<file path="src/tcmp_pkg.sv">
/*
  Shared constants and types for the temperature threshold compare block:
  register pointers, field masks, reset values, hysteresis steps and the
  structs that carry configuration and trip flags.
  Assumes nothing beyond a SystemVerilog compiler.
*/
`default_nettype none

package tcmp_pkg;

  // register pointers
  localparam logic [7:0] PTR_UPPER = 8'h02;
  localparam logic [7:0] PTR_LOWER = 8'h03;
  localparam logic [7:0] PTR_CRIT = 8'h04;
  localparam logic [7:0] PTR_TEMP = 8'h05;
  localparam logic [7:0] PTR_MAKER = 8'h06;
  localparam logic [7:0] PTR_PART = 8'h07;

  localparam logic [15:0] LIMIT_RST = 16'h0000;
  localparam logic [15:0] TEMP_RST = 16'h0000;
  localparam logic [15:0] UNMAPPED_READ = 16'h0000;

  // bits that may hold a one; everything else reads as zero, except the trip flags that 05h reads in bits 15:13
  localparam logic [15:0] LIMIT_MASK = 16'h1ffc;
  localparam logic [15:0] TEMP_MASK = 16'h1ffe;

  // value field: sign at bit 12, bit 0 weighs 0.0625 degrees
  localparam int VAL_W = 13;
  localparam int VAL_MSB = 12;
  localparam int FLAG_CRIT_BIT = 15;
  localparam int FLAG_ABOVE_BIT = 14;
  localparam int FLAG_BELOW_BIT = 13;

  // hysteresis select codes and amounts in bit-0 units (0.0625 degrees)
  localparam logic [1:0] HSEL_OFF = 2'h0;
  localparam logic [1:0] HSEL_1P5 = 2'h1;
  localparam logic [1:0] HSEL_3 = 2'h2;
  localparam logic [1:0] HSEL_6 = 2'h3;
  localparam logic [VAL_W:0] HYST_OFF = 14'h0000;
  localparam logic [VAL_W:0] HYST_1P5 = 14'h0018;
  localparam logic [VAL_W:0] HYST_3 = 14'h0030;
  localparam logic [VAL_W:0] HYST_6 = 14'h0060;

  typedef enum logic [1:0] {
    PH_POINTER,
    PH_MSB,
    PH_LSB
  } tcmp_phase_e;

  typedef struct packed {
    logic [1:0] hyst_sel;
    logic alarm_lock;
    logic crit_lock;
  } tcmp_cfg_s;

  typedef struct packed {
    logic crit;
    logic above;
    logic below;
  } tcmp_trip_s;

endpackage : tcmp_pkg

`default_nettype wire

</file>
<file path="src/tcmp_limit_reg.sv">
/*
  One 16-bit threshold register with write lock.
  Assumes wr_en is a one-cycle strobe carrying a whole word and that the
  lock level is held by the configuration logic outside.
*/
`timescale 1ns/1ps
`default_nettype none

module tcmp_limit_reg (
  input wire logic clk,
  input wire logic rst_n,
  input wire logic wr_en,
  input wire logic [15:0] wr_data,
  input wire logic lock,
  output var logic [15:0] value_r
);

  logic [15:0] value_nxt;

  always_comb begin
    value_nxt = value_r;
    if (wr_en && !lock) begin
      value_nxt = wr_data & tcmp_pkg::LIMIT_MASK;
    end
  end

  always_ff @(posedge clk or negedge rst_n) begin
    if (!rst_n) begin
      value_r <= tcmp_pkg::LIMIT_RST;
    end else begin
      value_r <= value_nxt;
    end
  end

endmodule : tcmp_limit_reg

`default_nettype wire

</file>
<file path="src/tcmp_trip.sv">
/*
  Hysteresis comparators for the three trip flags.
  Assumes sample_en pulses once per new temperature result and that the
  limits and temperature share bit weights in their low 13 bits.
*/
`timescale 1ns/1ps
`default_nettype none

module tcmp_trip (
  input wire logic clk,
  input wire logic rst_n,
  input wire logic sample_en,
  input wire logic [15:0] temp,
  input wire logic [15:0] upper,
  input wire logic [15:0] lower,
  input wire logic [15:0] crit,
  input wire logic [1:0] hyst_sel,
  output var tcmp_pkg::tcmp_trip_s trip_r
);

  // sign-extend the value field by one bit so subtraction cannot wrap
  function automatic logic signed [tcmp_pkg::VAL_W:0] ext(
    input logic [15:0] w
  );
    ext = {w[tcmp_pkg::VAL_MSB], w[tcmp_pkg::VAL_MSB:0]};
  endfunction : ext

  tcmp_pkg::tcmp_trip_s trip_nxt;
  logic signed [tcmp_pkg::VAL_W:0] hyst;
  logic signed [tcmp_pkg::VAL_W:0] t;
  logic signed [tcmp_pkg::VAL_W:0] up;
  logic signed [tcmp_pkg::VAL_W:0] lo;
  logic signed [tcmp_pkg::VAL_W:0] cr;

  always_comb begin
    unique case (hyst_sel)
      tcmp_pkg::HSEL_OFF: hyst = tcmp_pkg::HYST_OFF;
      tcmp_pkg::HSEL_1P5: hyst = tcmp_pkg::HYST_1P5;
      tcmp_pkg::HSEL_3: hyst = tcmp_pkg::HYST_3;
      tcmp_pkg::HSEL_6: hyst = tcmp_pkg::HYST_6;
    endcase
    t = ext(temp);
    up = ext(upper);
    lo = ext(lower);
    cr = ext(crit);
    trip_nxt = trip_r;
    if (sample_en) begin
      if (t > up) begin
        trip_nxt.above = 1'b1;
      end else if (t <= up - hyst) begin
        trip_nxt.above = 1'b0;
      end
      if (t < lo - hyst) begin
        trip_nxt.below = 1'b1;
      end else if (t >= lo) begin
        trip_nxt.below = 1'b0;
      end
      if (t >= cr) begin
        trip_nxt.crit = 1'b1;
      end else if (t < cr - hyst) begin
        trip_nxt.crit = 1'b0;
      end
    end
  end

  always_ff @(posedge clk or negedge rst_n) begin
    if (!rst_n) begin
      trip_r <= '0;
    end else begin
      trip_r <= trip_nxt;
    end
  end

endmodule : tcmp_trip

`default_nettype wire

</file>
<file path="src/tcmp_regs.sv">
/*
  Threshold compare register bank: byte-wide register port behind the
  two-wire bus engine, three locked limit registers, the temperature result
  with trip flags, and the two identification registers.
  Assumes the bus engine marks each transaction with bus_start, delivers
  written bytes as one-cycle strobes and asks for read bytes one at a time.
*/
// Function
// - upper limit at 02h, read/write, resets zero
// - limits: sign bit 12, bits 15:13,1:0 zero
// - lower limit at 03h, same format, resets zero
// - critical limit at 04h, same format, resets zero
// - temperature read-only at 05h, 0.125 degree steps
// - trip flags depend only on comparisons
// - both window flags clear means not over upper and not under lower-hyst
// - below flag: set under lower-hyst, clear at lower
// - above flag: set over upper, clear at upper-hyst
// - critical flag: set at limit, clear below limit-hyst
// - maker identifier read-only at 06h, writes ignored
// - 07h: part identifier high byte, revision low
// - two-bit hysteresis: none, 1.5, 3, 6 degrees
// - alarm lock blocks upper and lower writes
// - critical lock blocks critical limit writes
`timescale 1ns/1ps
`default_nettype none

module tcmp_regs #(
  parameter logic [15:0] MAKER_ID = 16'h0a5c, // arbitrary value
  parameter logic [7:0] PART_ID = 8'h3c, // arbitrary value
  parameter logic [7:0] PART_REV = 8'h01 // arbitrary value
) (
  input wire logic clk,
  input wire logic rst_n,
  input wire logic bus_start,
  input wire logic wr_valid,
  input wire logic [7:0] wr_byte,
  input wire logic rd_req,
  input wire logic temp_valid,
  input wire logic [15:0] temp_in,
  input wire tcmp_pkg::tcmp_cfg_s cfg,
  output var logic [7:0] rd_byte_r,
  output var logic rd_valid_r,
  output var tcmp_pkg::tcmp_trip_s trip_r
);

  tcmp_pkg::tcmp_phase_e phase_r;
  tcmp_pkg::tcmp_phase_e phase_nxt;
  tcmp_pkg::tcmp_phase_e phase_eff;
  logic [7:0] ptr_r;
  logic [7:0] ptr_nxt;
  logic [7:0] msb_hold_r;
  logic [7:0] msb_hold_nxt;
  logic rd_lsb_r;
  logic rd_lsb_nxt;
  logic [7:0] rd_snap_r;
  logic [7:0] rd_snap_nxt;
  logic [7:0] rd_byte_nxt;
  logic rd_valid_nxt;
  logic [15:0] temp_r;
  logic [15:0] temp_nxt;
  logic [15:0] temp_masked;
  logic wr_commit;
  logic [15:0] wr_word;
  logic [15:0] upper_q;
  logic [15:0] lower_q;
  logic [15:0] crit_q;
  logic [15:0] read_word;

  // byte sequencing: pointer first, then MSB/LSB pairs
  always_comb begin
    phase_eff = bus_start ? tcmp_pkg::PH_POINTER : phase_r;
    phase_nxt = phase_eff;
    ptr_nxt = ptr_r;
    msb_hold_nxt = msb_hold_r;
    wr_commit = 1'b0;
    wr_word = {msb_hold_r, wr_byte};
    if (wr_valid) begin
      unique case (phase_eff)
        tcmp_pkg::PH_POINTER: begin
          ptr_nxt = wr_byte;
          phase_nxt = tcmp_pkg::PH_MSB;
        end
        tcmp_pkg::PH_MSB: begin
          msb_hold_nxt = wr_byte;
          phase_nxt = tcmp_pkg::PH_LSB;
        end
        tcmp_pkg::PH_LSB: begin
          wr_commit = 1'b1;
          phase_nxt = tcmp_pkg::PH_MSB;
        end
        default: phase_nxt = tcmp_pkg::PH_POINTER;
      endcase
    end
  end

  always_ff @(posedge clk or negedge rst_n) begin
    if (!rst_n) begin
      phase_r <= tcmp_pkg::PH_POINTER;
      ptr_r <= '0;
      msb_hold_r <= '0;
    end else begin
      phase_r <= phase_nxt;
      ptr_r <= ptr_nxt;
      msb_hold_r <= msb_hold_nxt;
    end
  end

  tcmp_limit_reg u_upper (
    .clk(clk),
    .rst_n(rst_n),
    .wr_en(wr_commit && ptr_r == tcmp_pkg::PTR_UPPER),
    .wr_data(wr_word),
    .lock(cfg.alarm_lock),
    .value_r(upper_q)
  );

  tcmp_limit_reg u_lower (
    .clk(clk),
    .rst_n(rst_n),
    .wr_en(wr_commit && ptr_r == tcmp_pkg::PTR_LOWER),
    .wr_data(wr_word),
    .lock(cfg.alarm_lock),
    .value_r(lower_q)
  );

  tcmp_limit_reg u_crit (
    .clk(clk),
    .rst_n(rst_n),
    .wr_en(wr_commit && ptr_r == tcmp_pkg::PTR_CRIT),
    .wr_data(wr_word),
    .lock(cfg.crit_lock),
    .value_r(crit_q)
  );

  // temperature result; no bus write reaches it
  always_comb begin
    temp_masked = temp_in & tcmp_pkg::TEMP_MASK;
    temp_nxt = temp_valid ? temp_masked : temp_r;
  end

  always_ff @(posedge clk or negedge rst_n) begin
    if (!rst_n) begin
      temp_r <= tcmp_pkg::TEMP_RST;
    end else begin
      temp_r <= temp_nxt;
    end
  end

  // flags see only the sample, limits and hysteresis select
  tcmp_trip u_trip (
    .clk(clk),
    .rst_n(rst_n),
    .sample_en(temp_valid),
    .temp(temp_masked),
    .upper(upper_q),
    .lower(lower_q),
    .crit(crit_q),
    .hyst_sel(cfg.hyst_sel),
    .trip_r(trip_r)
  );

  always_comb begin
    read_word = tcmp_pkg::UNMAPPED_READ;
    unique case (ptr_r)
      tcmp_pkg::PTR_UPPER: read_word = upper_q;
      tcmp_pkg::PTR_LOWER: read_word = lower_q;
      tcmp_pkg::PTR_CRIT: read_word = crit_q;
      tcmp_pkg::PTR_TEMP: begin
        read_word = temp_r;
        read_word[tcmp_pkg::FLAG_CRIT_BIT] = trip_r.crit;
        read_word[tcmp_pkg::FLAG_ABOVE_BIT] = trip_r.above;
        read_word[tcmp_pkg::FLAG_BELOW_BIT] = trip_r.below;
      end
      tcmp_pkg::PTR_MAKER: read_word = MAKER_ID;
      tcmp_pkg::PTR_PART: read_word = {PART_ID, PART_REV};
      default: read_word = tcmp_pkg::UNMAPPED_READ;
    endcase
  end

  // reads: MSB first, LSB snapshotted so the word stays coherent
  always_comb begin
    rd_lsb_nxt = bus_start ? 1'b0 : rd_lsb_r;
    rd_snap_nxt = rd_snap_r;
    rd_byte_nxt = rd_byte_r;
    rd_valid_nxt = rd_req;
    if (wr_valid) begin
      rd_lsb_nxt = 1'b0;
    end
    if (rd_req) begin
      if (!rd_lsb_nxt) begin
        rd_byte_nxt = read_word[15:8];
        rd_snap_nxt = read_word[7:0];
        rd_lsb_nxt = 1'b1;
      end else begin
        rd_byte_nxt = rd_snap_r;
        rd_lsb_nxt = 1'b0;
      end
    end
  end

  always_ff @(posedge clk or negedge rst_n) begin
    if (!rst_n) begin
      rd_lsb_r <= 1'b0;
      rd_snap_r <= '0;
      rd_byte_r <= '0;
      rd_valid_r <= 1'b0;
    end else begin
      rd_lsb_r <= rd_lsb_nxt;
      rd_snap_r <= rd_snap_nxt;
      rd_byte_r <= rd_byte_nxt;
      rd_valid_r <= rd_valid_nxt;
    end
  end

endmodule : tcmp_regs

`default_nettype wire

</file>
<file path="config.mk">
export PLATFORM = sky130hd
export DESIGN_NAME = tcmp_regs
export DESIGN_NICKNAME = d
export VERILOG_FILES = /design/src/tcmp_pkg.sv /design/src/tcmp_limit_reg.sv /design/src/tcmp_trip.sv /design/src/tcmp_regs.sv
export SDC_FILE = /design/constraint.sdc
export NUM_CORES = 1
export LEC_CHECK = 0
export BUFFER_PORTS_ARGS = -buffer_cell sky130_fd_sc_hd__clkbuf_2
export CAP_MARGIN = 40
export CORE_MARGIN = 5
export CORE_UTILIZATION = 59
export CTS_CLUSTER_SIZE = 10
export DETAILED_ROUTE_END_ITERATION = 6
export PLACE_DENSITY = 0.79
export SLEW_MARGIN = 20
export SYNTH_ARGS = -nofsm -noshare
export SYNTH_HDL_FRONTEND = slang
export SYNTH_SLANG_ARGS = --single-unit
export TNS_END_PERCENT = 1
</file>
<file path="constraint.sdc">
create_clock -name clk -period 4.9 [get_ports clk]
set_input_delay 0.49 -clock clk [delete_from_list [all_inputs] [get_ports clk]]
set_output_delay 0.49 -clock clk [all_outputs]
set_load 0.01 [all_outputs]
</file>
==> flow_summary.yaml, run 1 <==
routing:
  antenna_left: 0
  wl_mm: 15.4
  drc_errors: 0
  routed.top_layer: "met4"
  drt-initial-drc-count: 301
  wl_met3_um: 944
  viasPerCell: 6.02
  avgRoutedWirePerCell_um: 19.6
  firstDrtPassIters: 5
  wl_met1_mm: 6.58
  via_count: 4722
  route.met2.wl_mm: 7.34
logic_synthesis:
  synth_simple_gate_area_share_pct: 14.7
  synthXorXnorAreaFrac_pct: 3.41
  synth_compound_area_share_pct: 14.5
  syn_nets: 727
  yosys.area_share.adder_pct: 18.2
  synth-seq-area-share_pct: 34.3
  synth_cell_types: 58
  synthMuxAreaShare_pct: 10.3
  ys_ff_latch: 81
  synth_warnings: 0
  synthFlopType: "dfrtp_1"
  synth_top_family_by_area: "adder cells"
  syn-cell-area_um2: 5910
  async_reset_ff_share_pct: 100
  synth-edff-count: 0
  postSynthCellCount: 609
  syn_avg_cell_area_um2: 9.70
die:
  die_w_um: 110
  initial_utilization_pct: 60.4
  rows: 36
  die_y_um: 110
  ios: 46
  placeableCoreArea_um2: 9770
  die_area_um2: 12100
cells_and_area:
  final_cell_mix: "ha_1 (81), dfrtp_1 (81), inv_1 (52)"
  finalInstanceArea_um2: 6430
  n_antenna_cell: 0
  drive_gt1_share_pct: 17.8
  stdcell_count: 784
  fin_util_pct: 65.8
  nFillCells: 802
  nets: 764
  area_growth_pct: 8.79
  regArea_um2: 2030
  multiInputGateArea_um2: 3610
cts:
  cts_root_buffer: "clkbuf_8"
  clockBufferDepth: 2
  cts_hold_buf: 0
  cts_resized: 0
  cts.sinks: 81
  clk_pin_slew_ns: 0.10
  cts_post_setup_buffers_inserted: 0
  cts_buffers: 9
  cts_tree: "done"
  ctsHtreeMaxLevel: 3
  clk_latency_ns: 0.36
global_route:
  grt_pass1_vias: 4794
  track_usage_pct: 27.0
  antenna_found_initial: 0
  gr-total-overflow: 0
  grt_pass1_wl_mm: 24.5
  grt_max_degree: 50
critical_path:
  critPathKind: "input pin to flip-flop"
  crit_chain: "clkbuf_2, inv_1, ha_1, ha_1, inv_1, fa_1, a21o_1, a21oi_1, and3_1, and3_1, xnor2_1, ha_1, a21o_1, a2111oi_0, o21ai_0, a32oi_1, nand4_1"
  endpoint_kind: "flip-flop"
  max_stage_delay_ns: 0.40
  arrival_ns: 3.82
  crit_fanout: 4
  worst-endpoint-required_ns: 5.13
  slowest_stage: "fa_1"
  crit_path_frequent_cell: "ha_1"
  timing.critical_path.from_type: "input pin"
pwr:
  pwr-share-clk_pct: 29.0
  finalPower_mw: 1.57
  p_per_area_nw_per_um2: 244
  p_int_mw: 1.05
  peakVddDrop_mv: 0.265
  power.share.sequential_pct: 50.4
  p_switching_mw: 0.516
  swShare_pct: 32.9
  pwr-share-comb_pct: 20.6
  power_leakage_nw: 3.03
timing:
  setup_viol: 0
  setup_tns_ns: 0
  final.min_clock_period_ns: 3.60
  min_period_over_period_pct: 73.4
  rsz0062_at_grt: "no"
  maxSlewViolCount: 0
  hold_viol_final: 0
  skew_ns: 0.0157
  hold_ws_ns: 0.0687
  finalWorstSetupSlack_ns: 1.30
  slew_headroom_pct: 48.6
  worstMarginPinSlew_ns: 0.769
  maxClockFrequency_mhz: 278
min_path:
  hp-class: "input pin to asynchronous set/reset pin"
placement:
  dpl_worst_slack_ns: 0.935
  place_inst: 768
  portBuffers: 41
  dpl.hpwl_mm: 11.9
  placed_area_um2: 6250
  globalplace.congestion: 0.973
flow_run:
  timing.max_cap.violations: 0
run_status:
  status: "completed"
[cells in the mapped netlist (14+ instances only)]
library cell	n	area share (%)
o21ai_0	33	2.8
a21oi_1	36	3.0
ha_1	81	17
nor2_1	41	2.6
clkbuf_1	15	0.95
mux2_2	39	7.4
dfrtp_1	81	34
nor2b_1	14	1.5
xnor2_1	20	3.0
nand2_1	48	3.0
inv_1	52	3.3
[final timing paths]
kind | depth (start not counted) | to | start | slack (ns)
max | 17 | u_trip.trip_r[2] | cfg[3] | 1.30
min | 1 | rd_byte_r[6] | rst_n | 0.07
max reg2reg | 15 | u_trip.trip_r[2] | u_crit.value_r[3] | 1.44
min reg2reg | 1 | temp_r[12] | temp_r[12] | 0.52
max in group asynchronous | 2 | phase_r[1] | rst_n | 4.24
min in group clk | 2 | phase_r[1] | bus_start | 0.34
[per-layer routing]
metal / global-route usage, % / vias up
met5: 0 / -
met4: 9.17 / 0
met3: 6.64 / 41
met2: 45.0 / 152
met1: 34.3 / 2263
li1: - / 2266
[flip-flops by register name (all words and copies together) (netlist names)]
name             cells
rd_byte_r            8
phase_r              2
u_lower.value_r     11
ptr_r                8
rd_lsb_r             1
rd_valid_r           1
u_upper.value_r     11
u_crit.value_r      11
u_trip.trip_r        3
rd_snap_r            8
msb_hold_r           5
temp_r              12
[kinds of logic after synthesis]
kind of cell	after synthesis
adder cells (fa/ha/maj)	84
flip-flops	81
AO/OA/AOI/OAI	133
XOR/XNOR	23
multiplexers	51
AND/OR/NAND/NOR	167
buffers and inverters	70
[critical path, delay by kind of cell]
family,cells,cell delay [ns]
and+or+nand+nor,3,0.54
AOI/OAI and AO/OA,6,1.26
xor gates and xnor gates,1,0.14
buffers and inverters,3,0.30
adders and majority gates,4,1.09
[power groups by stage]
stage / sequential (mW) / combinational, mW / clock (mW)
after floorplan: 0.760 / 0.225 / 0
after global placement: 0.799 / 0.303 / 0
after detailed placement: 0.801 / 0.320 / 0
after CTS: 0.788 / 0.322 / 0.454
after global routing: 0.796 / 0.363 / 0.486
final: 0.791 / 0.323 / 0.455
[final cells by class]
type                    count  area share, %
clock buffers              10           1.99
clock inverters             6          0.798
inverters                  52           3.04
multi-input cells         458           56.2
flip-flops and latches     81           31.5
well taps                 133           2.59
repair buffers             44           3.89
Note: power is estimated with default switching activity, not from simulation.
==> run 2: changes to the inputs <==
clock period = 3.5 ns   (was 4.9 ns; I/O delays follow)
==> run 2 against run 1 <==
Final area rose by 1.2%. Worst hold slack improved by 0.12 ns. Wire length rose by 3.7%. Register-to-register slack got worse by 1.2 ns. Sequential share of layout area fell by 0.37 points. Clock power rose by 37%. Critical path depth fell by 2. First-iteration DRC count rose by 20%. Largest power group unchanged. Total power rose by 40%. Count of clock-buffer cells in the layout rose by 1. Global-route usage rose by 0.97 points. Largest cell class unchanged.
==> flow_summary.yaml, run 2 (synthesized netlist as in run 1, its figures left out) <==
global_route:
  gr-total-overflow: 0
  track_usage_pct: 28.0
  grt_max_degree: 51
  grt_pass1_vias: 5027
  grt_pass1_wl_mm: 25.6
  antenna_found_initial: 0
cells_and_area:
  nFillCells: 784
  fin_util_pct: 66.5
  multiInputGateArea_um2: 3620
  largest_reg_flops: 12
  n_antenna_cell: 0
  regArea_um2: 2030
  top_register: "temp_r"
  nets: 773
  drive_gt1_share_pct: 19.4
  final_cell_mix: "ha_1 (81), dfrtp_1 (81), inv_1 (51)"
  area_growth_pct: 10.1
die:
  die_area_um2: 12100
  rows: 36
  ios: 46
  die_y_um: 110
  placeableCoreArea_um2: 9770
  die_w_um: 110
  initial_utilization_pct: 60.4
min_path:
  hp-class: "input pin to flip-flop"
timing:
  slew_headroom_pct: 51.0
  maxSlewViolCount: 0
  worstMarginPinSlew_ns: 0.734
  maxClockFrequency_mhz: 308
  skew_ns: 0.00867
  hold_viol_final: 0
  rsz0062_at_grt: "no"
  setup_viol: 0
  final.min_clock_period_ns: 3.25
  min_period_over_period_pct: 92.7
critical_path:
  worst-endpoint-required_ns: 3.73
  r2r_setup_slack_ns: 0.25
  arrival_ns: 3.48
  worstSetupStartpoint: "u_crit.value_r[3]"
  r2r_start: "u_crit.value_r[3]"
  critPathKind: "flip-flop to flip-flop"
  critPathCapture: "u_trip.trip_r[2]"
  r2r_end: "u_trip.trip_r[2]"
  endpoint_kind: "flip-flop"
  r2r_cells: 15
  crit_fanout: 3
  timing.critical_path.from_type: "flip-flop"
routing:
  avgRoutedWirePerCell_um: 20.1
  drc_errors: 0
  viasPerCell: 6.25
  firstDrtPassIters: 5
  antenna_left: 0
  drt-initial-drc-count: 362
  wl_mm: 16.0
  via_count: 4954
placement:
  dpl.hpwl_mm: 12.4
  globalplace.congestion: 0.900
  portBuffers: 41
cts:
  ctsHtreeMaxLevel: 3
  clk_pin_slew_ns: 0.08
  clockBufferDepth: 2
  cts.sinks: 81
  cts_buffers: 9
  clk_latency_ns: 0.36
  cts_tree: "done"
  cts_root_buffer: "clkbuf_8"
pwr:
  pwr-share-clk_pct: 28.4
  p_per_area_nw_per_um2: 338
  peakVddDrop_mv: 0.354
  p_int_mw: 1.49
  pwr-share-comb_pct: 21.2
  finalPower_mw: 2.20
  p_switching_mw: 0.707
  power.share.sequential_pct: 50.4
  swShare_pct: 32.2
  power_leakage_nw: 3.07
run_status:
  status: "completed"
flow_run:
  timing.max_cap.violations: 0
run 2: changes by cell type in the layout (fill, tap and decap cells not counted), sizes merged:
cell         previous run  this run
dlygate4sd3             0         1
clkinv                  3         4
buf                     4        12
inv                    54        52
clkbuf                 50        51
run 2: repair_timing:
item,in CTS,in global routing
resized for setup,0,6
endpoints found under the setup margin,0,1
hold endpoints to repair,31,0
setup buffers,0,1
hold buffers,1,0
run 2: critical path: stages (launching register included):
cell and delay (ns):
dfrtp_1 0.39, inv_2 0.09, ha_1 0.18, inv_1 0.06
fa_2 0.35, a21o_1 0.18, a21oi_2 0.15, and3_1 0.20
and3_1 0.19, xnor2_1 0.14, ha_1 0.27, a21o_1 0.19
a2111oi_2 0.35, o21ai_1 0.10, a32oi_1 0.18, nand4_1 0.11
run 2: worst min-delay path by stage:
stage / endpoint / start / cells past startpoint
floorplan: msb_hold_r[0] / rst_n / 0
CTS: phase_r[1] / bus_start / 2
global placement: ptr_r[7] / ptr_r[7] / 1
global route: phase_r[1] / bus_start / 2
finish: phase_r[1] / bus_start / 2
detailed placement: u_trip.trip_r[1] / rst_n / 1
run 2: final cells by class:
cell class | instances | area share [%]
Clock buffer | 11 | 2.17
Clock inverter | 5 | 0.481
Inverter | 52 | 3.00
Multi-Input combinational cell | 458 | 55.7
Sequential cell | 81 | 31.2
Tap cell | 133 | 2.56
Timing Repair Buffer | 53 | 4.92
run 2: layer usage:
layer / routed length [um] / GRT usage, % / vias up
li1: - / - / 2285
met1: 6710 / 35.7 / 2426
met2: 7730 / 46.8 / 202
met3: 982 / 5.59 / 41
met4: 538 / 10.5 / 0
met5: 0 / 0 / -
run 2: power by group through the flow:
| stage | Combinational (mW) | Sequential, mW | Clock, mW |
|---|---|---|---|
| 3_5_place_dp | 0.457 | 1.12 | 0 |
| 4_1_cts | 0.462 | 1.10 | 0.627 |
| 6_report | 0.466 | 1.11 | 0.624 |
| 2_1_floorplan | 0.315 | 1.06 | 0 |
| 5_1_grt | 0.524 | 1.12 | 0.670 |
| 3_3_place_gp | 0.427 | 1.12 | 0 |
run 2: per-stage QoR:
stage                     setup slack, ns  hold slack, ns  area [um2]  setup TNS (ns)  cells
after floorplan                     0.173          0.0544        5910               0    609
after global placement             0.0357           0.491        6270               0    774
after detailed placement           -0.127           0.326        6300          -0.127    775
after CTS                          0.0252           0.179        6480               0    792
after global routing               0.0322           0.204        6500               0    793
final                               0.255           0.193        6500               0    793
